[config.mk]
export PLATFORM = sky130hd
export DESIGN_NAME = dwsp_top
export DESIGN_NICKNAME = d
export VERILOG_FILES = /design/src/verilog/dwsp_top.v
export VERILOG_INCLUDE_DIRS = /design/src /design/src/verilog
export SDC_FILE = /design/constraint.sdc
export NUM_CORES = 1
export LEC_CHECK = 0
export ABC_AREA = 1
export BUFFER_PORTS_ARGS = -buffer_cell sky130_fd_sc_hd__buf_2
export CAP_MARGIN = 5
export CORE_AREA = 2 2 78 58
export CTS_CLUSTER_DIAMETER = 100
export DETAILED_ROUTE_END_ITERATION = 12
export DIE_AREA = 0 0 80 60
export GPL_TIMING_DRIVEN = 0
export PLACE_DENSITY = 0.83
export SLEW_MARGIN = 20
export SYNTH_ARGS = -nofsm -noshare
export SYNTH_HDL_FRONTEND = slang
export SYNTH_SLANG_ARGS = --single-unit
[constraint.sdc]
create_clock -name sys_clk -period 3.8 [get_ports sys_clk]
set_clock_uncertainty 0.1 [all_clocks]
set_input_delay 0 -clock sys_clk [delete_from_list [all_inputs] [get_ports sys_clk]]
set_output_delay 0 -clock sys_clk [all_outputs]
set_load 0.03 [all_outputs]
[src/verilog/dwsp_defs.vh]
// constants for the dual wiper serial shift port
`ifndef DWSP_DEFS_VH
`define DWSP_DEFS_VH
`define DWSP_SR_WIDTH 17
`define DWSP_WIPER_WIDTH 8
`define DWSP_STACK_BIT 0
`define DWSP_W1_MSB_POS 1
`define DWSP_W0_MSB_POS 9
`define DWSP_LAST_POS 16
`define DWSP_CASCADE_POS 0
`define DWSP_MIDSCALE 8'h80
`define DWSP_SR_RESET 17'h00202
`endif

[src/verilog/dwsp_top.v]
// serial control port of a dual digital potentiometer
// How it works
// - port select low: serial clock and data ignored, no shifting
// - while selected, data shifts in on each serial clock rising edge
// - 17-bit shift register, position 0 holds stack select
// - positions 1..8 hold wiper one value, msb at position 1
// - positions 9..16 hold wiper zero value, msb at position 9
// - falling port select loads latches; wipers change at no other time
// - wiper latches start at midscale after reset
// - stacked output picks wiper zero on 0, wiper one on 1
// - cascade output shows the last shift register stage
// - cascade output always driven regardless of port select
// - loop-back: last bit on cascade output, each edge recirculates it
// - after 17 clocks data returns; deselect reloads same values
`timescale 1ns/1ps
`default_nettype none
`include "dwsp_defs.vh"
module dwsp_top (
  input wire sys_clk,
  input wire sys_rst,
  input wire port_select,
  input wire serial_clk,
  input wire serial_data,
  output wire cascade_out,
  output reg [7:0] wiper_zero_terminal,
  output reg [7:0] wiper_one_terminal,
  output reg stack_select,
  output reg [7:0] stacked_out
);
  // port sequencing, one-hot
  localparam [2:0] PORT_IDLE = 3'h1;
  localparam [2:0] PORT_SHIFT = 3'h2;
  localparam [2:0] PORT_LOAD = 3'h4;

  // three stage samplers; stage 1 feeds only stage 2
  reg [2:0] sel_sync_q;
  reg [2:0] clk_sync_q;
  reg [2:0] dat_sync_q;

  // accepted pin levels, updated only when stages 2 and 3 agree
  reg sel_q;
  reg sel_d;
  reg sclk_q;
  reg sclk_d;
  reg dat_q;
  reg dat_d;

  // port state
  reg [2:0] port_q;
  reg [2:0] port_d;

  // shift register: bit n holds position n
  reg [`DWSP_SR_WIDTH-1:0] shift_q;
  reg [`DWSP_SR_WIDTH-1:0] shift_d;

  // next values of the output registers
  reg [`DWSP_WIPER_WIDTH-1:0] wiper_zero_d;
  reg [`DWSP_WIPER_WIDTH-1:0] wiper_one_d;
  reg stack_select_d;
  reg [`DWSP_WIPER_WIDTH-1:0] stacked_out_d;

  wire sel_agree;
  wire clk_agree;
  wire dat_agree;
  wire sel_rise;
  wire sel_fall;
  wire clk_rise;
  wire shift_en;
  wire load_en;

  // a wiper field keeps its msb at the lower position, so the bits come out reversed
  function [`DWSP_WIPER_WIDTH-1:0] wiper_field;
    input [`DWSP_SR_WIDTH-1:0] sr;
    input integer msb_pos;
    integer i;
    begin
      wiper_field = {`DWSP_WIPER_WIDTH{1'h0}};
      for (i = 0; i < `DWSP_WIPER_WIDTH; i = i + 1) begin
        wiper_field[`DWSP_WIPER_WIDTH-1-i] = sr[msb_pos+i];
      end
    end
  endfunction

  always @(posedge sys_clk) begin
    if (sys_rst) begin
      sel_sync_q <= 3'h0;
      clk_sync_q <= 3'h0;
      dat_sync_q <= 3'h0;
    end else begin
      sel_sync_q <= {sel_sync_q[1:0], port_select};
      clk_sync_q <= {clk_sync_q[1:0], serial_clk};
      dat_sync_q <= {dat_sync_q[1:0], serial_data};
    end
  end

  // a change is accepted only once stages 2 and 3 agree
  assign sel_agree = (sel_sync_q[1] == sel_sync_q[2]);
  assign clk_agree = (clk_sync_q[1] == clk_sync_q[2]);
  assign dat_agree = (dat_sync_q[1] == dat_sync_q[2]);

  always @* begin
    sel_d = sel_q;
    sclk_d = sclk_q;
    dat_d = dat_q;
    if (sel_agree) begin
      sel_d = sel_sync_q[2];
    end
    if (clk_agree) begin
      sclk_d = clk_sync_q[2];
    end
    if (dat_agree) begin
      dat_d = dat_sync_q[2];
    end
  end

  // idle levels are low, so reset leaves no false edge behind
  always @(posedge sys_clk) begin
    if (sys_rst) begin
      sel_q <= 1'h0;
      sclk_q <= 1'h0;
      dat_q <= 1'h0;
    end else begin
      sel_q <= sel_d;
      sclk_q <= sclk_d;
      dat_q <= dat_d;
    end
  end

  assign sel_rise = sel_agree && sel_sync_q[2] && !sel_q;
  assign sel_fall = sel_agree && !sel_sync_q[2] && sel_q;
  assign clk_rise = clk_agree && clk_sync_q[2] && !sclk_q;

  // the load step lasts one cycle; select cannot pass the voters again that soon
  always @* begin
    port_d = port_q;
    case (port_q)
      PORT_IDLE: begin
        if (sel_rise) begin
          port_d = PORT_SHIFT;
        end
      end
      PORT_SHIFT: begin
        if (sel_fall) begin
          port_d = PORT_LOAD;
        end
      end
      PORT_LOAD: begin
        port_d = PORT_IDLE;
      end
      default: begin
        port_d = PORT_IDLE;
      end
    endcase
  end

  assign shift_en = (port_q == PORT_SHIFT) && clk_rise;
  assign load_en = (port_q == PORT_LOAD);

  always @(posedge sys_clk) begin
    if (sys_rst) begin
      port_q <= PORT_IDLE;
    end else begin
      port_q <= port_d;
    end
  end

  // bits enter at position 16 and walk toward position 0, so the first bit sent ends in position 0
  always @* begin
    shift_d = shift_q;
    if (shift_en) begin
      shift_d = {dat_q, shift_q[`DWSP_SR_WIDTH-1:1]};
    end
  end

  always @(posedge sys_clk) begin
    if (sys_rst) begin
      shift_q <= `DWSP_SR_RESET;
    end else begin
      shift_q <= shift_d;
    end
  end

  // latches move only in the load step, never while bits are arriving
  always @* begin
    wiper_zero_d = wiper_zero_terminal;
    wiper_one_d = wiper_one_terminal;
    stack_select_d = stack_select;
    if (load_en) begin
      stack_select_d = shift_q[`DWSP_STACK_BIT];
      wiper_one_d = wiper_field(shift_q, `DWSP_W1_MSB_POS);
      wiper_zero_d = wiper_field(shift_q, `DWSP_W0_MSB_POS);
    end
  end

  always @(posedge sys_clk) begin
    if (sys_rst) begin
      wiper_zero_terminal <= `DWSP_MIDSCALE;
      wiper_one_terminal <= `DWSP_MIDSCALE;
      stack_select <= 1'h0;
    end else begin
      wiper_zero_terminal <= wiper_zero_d;
      wiper_one_terminal <= wiper_one_d;
      stack_select <= stack_select_d;
    end
  end

  // stacked output trails the latches by one cycle, so it too moves only after a load
  always @* begin
    if (stack_select) begin
      stacked_out_d = wiper_one_terminal;
    end else begin
      stacked_out_d = wiper_zero_terminal;
    end
  end

  always @(posedge sys_clk) begin
    if (sys_rst) begin
      stacked_out <= `DWSP_MIDSCALE;
    end else begin
      stacked_out <= stacked_out_d;
    end
  end

  // taken straight from the last stage, with no gating by select
  assign cascade_out = shift_q[`DWSP_CASCADE_POS];
endmodule // dwsp_top
`default_nettype wire

==> impl_metrics.toml <==
[outcome]
status = "finished clean"

[final_layout]
area_growth_syn_to_layout_pct = 22.7
ff_latch_area_mm2 = 0.00114
final_cell_area_mm2 = 0.00265
nets = 340
layout_commonest_cell = "nor2_1"
final_cells = 391
multi_input_area_um2 = 812
antenna_cells = 0
layout_common_cells = "nor2_1, dfxtp_1, inv_1, buf_2, nand2_1"
drive_gt1_share_pct = 17.0
nFillCells = 383

[clock_network]
clk_pin_slew_ns = 0.07
cts_tree = "built"
post_cts_buffers = 0
cts_buffers = 9
htree_levels = 3
hold_buffers = 4
cts-root-buf = "clkbuf_8"
clock_latency_ns = 0.33
clockBufferDepth = 2
cts_resized = 0
cts.sinks = 57

[yosys]
syn_nets = 295
synth_area_mm2 = 0.00216
yosys_warnings = 0
synth_top_area_share_pct = 52.8
yosys-top-cells-area = "dfxtp_1, nor2_1, o21ai_0, inv_1, nand2_1"
ys_ff_latch = 57
syn_inst = 287
synth.avg_cell_area_um2 = 7.53
synth_seq_area_share_pct = 52.8
yosysTopAreaCell = "dfxtp_1"
yosys.cell_types.count = 19

[sta]
drv_slew = 0
setup_ws_ns = 2.24
timing.setup.tns_ns = 0
fmax_mhz = 642
fin_crit_ns = 1.56
tightest_slew_ns = 0.470
finalCritPeriodShare_pct = 41.0
rsz0062_at_grt = "no"
max-slew-margin-rel_pct = 68.6
finalSetupViolations = 0
hold_viol_final = 0

[global_routing]
grt-ovfl-total = 0
antenna_found_initial = 0
track_usage_pct = 20.8
grt_pass1_vias = 1675
grt_pass1_wl_um = 7450
grt_max_degree = 11

[critical_path]
worstPathArrival_ns = 1.69
path_cells = "ha_1 > inv_1 > nor2_2 > buf_2 > nand4_1 > nand2_1 > nor2_1"
startpoint_type = "flop"
end_kind = "flop"
worstPathRequired_ns = 3.93
worst_path_max_delay_cell = "dfxtp_1"
worst-setup-path-type = "reg -> reg"
worst-path-buf-inv = 2
max_stage_delay_ns = 0.34
cp_top_family = "simple AND/OR/NAND/NOR gates"
critPathMaxFanout = 10

[job]
drv_cap = 0

[die]
initial_core_util_pct = 52.7
rows = 20
core_area_mm2 = 0.00410
die_x_um = 80
dieArea_mm2 = 0.00480
die_h_um = 60
io-pin-count = 31

[pwr]
clkPwrFrac_pct = 49.6
power_density_mw_per_mm2 = 504
p_sw_w = 0.000281
p_comb_share_pct = 4.8
p_int_w = 0.00106
ir_drop_mv = 0.409
p_seq_share_pct = 45.6
power.leakage_nw = 1.22
switching_share_pct = 21.0

[placement]
place.port_buffers = 30
place_inst = 372
place_hpwl_um = 3170
gp_congestion = 0.833
placed_area_mm2 = 0.00238
pre_cts_slack_ns = 2.26

[hold_path]
hp-class = "reg -> reg"

[route]
wl_per_cell_um = 11.4
drt-initial-drc-count = 97
dr.pass1.iters = 4
via_per_inst = 4.87
vias = 1905
ant_nets = 0
drt_wl_total_um = 4460
drc = 0
[area by class of cell]
type / instances / area share, %
well taps: 55 / 2.59
flip-flops and latches: 57 / 43.0
clock inverters: 6 / 4.06
clock buffers: 9 / 4.67
plain buffers: 14 / 2.78
multi-input cells: 180 / 30.6
inverters: 36 / 5.09
repair buffers: 34 / 7.17
[metrics by stage]
step           hold slack (ns)  total power, W  utilization (%)
2_1_floorplan        -0.000279        0.000668                -
3_3_place_gp             0.103        0.000681             58.0
3_5_place_dp             0.110        0.000683             58.0
4_1_cts                  0.288         0.00135             64.6
5_1_grt                  0.302         0.00139             64.6
6_report                 0.312         0.00134             64.6
[power groups by stage]
| stage | clock, W | sequential (W) | combinational, W |
|---|---|---|---|
| 4_1_cts | 0.000676 | 0.000610 | 0.0000629 |
| 2_1_floorplan | 0 | 0.000622 | 0.0000457 |
| 3_5_place_dp | 0 | 0.000623 | 0.0000597 |
| 3_3_place_gp | 0 | 0.000623 | 0.0000579 |
| 5_1_grt | 0.000705 | 0.000610 | 0.0000730 |
| 6_report | 0.000663 | 0.000610 | 0.0000636 |
[flip-flops by register name, indices dropped and copies added (netlist names), 3 cells and up]
name and cells:
port_q 3, wiper_zero_terminal 8, sel_sync_q 3, stacked_out 8
clk_sync_q 3, dat_sync_q 3, shift_q 17, wiper_one_terminal 8
[worst register-to-register path, stage by stage (launching register included)]
cell and delay, ns:
dfxtp_1 0.34, ha_1 0.17, inv_1 0.05, nor2_2 0.28, buf_2 0.28, nand4_1 0.11
nand2_1 0.08, nor2_1 0.04
[metal layers]
metal / vias up / routed length, um / GRT usage [%]
met2: 57 / 2030 / 33.1
met3: 9 / 283 / 6.95
met5: - / 0 / 0
met4: 0 / 83 / 10.9
met1: 854 / 2060 / 25.4
li1: 985 / - / -
[worst paths after layout]
path | from | end | slack (ns) | cells past startpoint
max | clk_sync_q[1] | shift_q[11] | 2.24 | 7
min | clk_sync_q[0] | clk_sync_q[1] | 0.31 | 2
max reg2reg | clk_sync_q[1] | shift_q[11] | 2.24 | 7
min reg2reg | clk_sync_q[0] | clk_sync_q[1] | 0.31 | 2
[cell usage after synthesis]
| library cell | count |
|---|---|
| clkbuf_2 | 1 |
| nor2_2 | 1 |
| o21ai_0 | 27 |
| inv_2 | 1 |
| dfxtp_1 | 57 |
| buf_2 | 4 |
| clkbuf_1 | 6 |
| buf_1 | 1 |
| nand4_1 | 16 |
| inv_1 | 34 |
| nor2_4 | 2 |
| clkinv_1 | 1 |
| nand3_1 | 8 |
| ha_1 | 3 |
| a21oi_1 | 5 |
| buf_6 | 2 |
| nand2_2 | 1 |
| nand2_1 | 29 |
| nor2_1 | 88 |
[cell families after synthesis]
| kind of cell | count (synthesis) | share of synthesized area, % |
|---|---|---|
| and+or+nand+nor | 145 | 28.4 |
| DFF | 57 | 52.8 |
| buffers and inverters | 50 | 9.66 |
| AOI/OAI and AO/OA | 32 | 7.41 |
| adders and majority gates | 3 | 1.74 |
No activity file was read; power rests on OpenSTA's default activity.
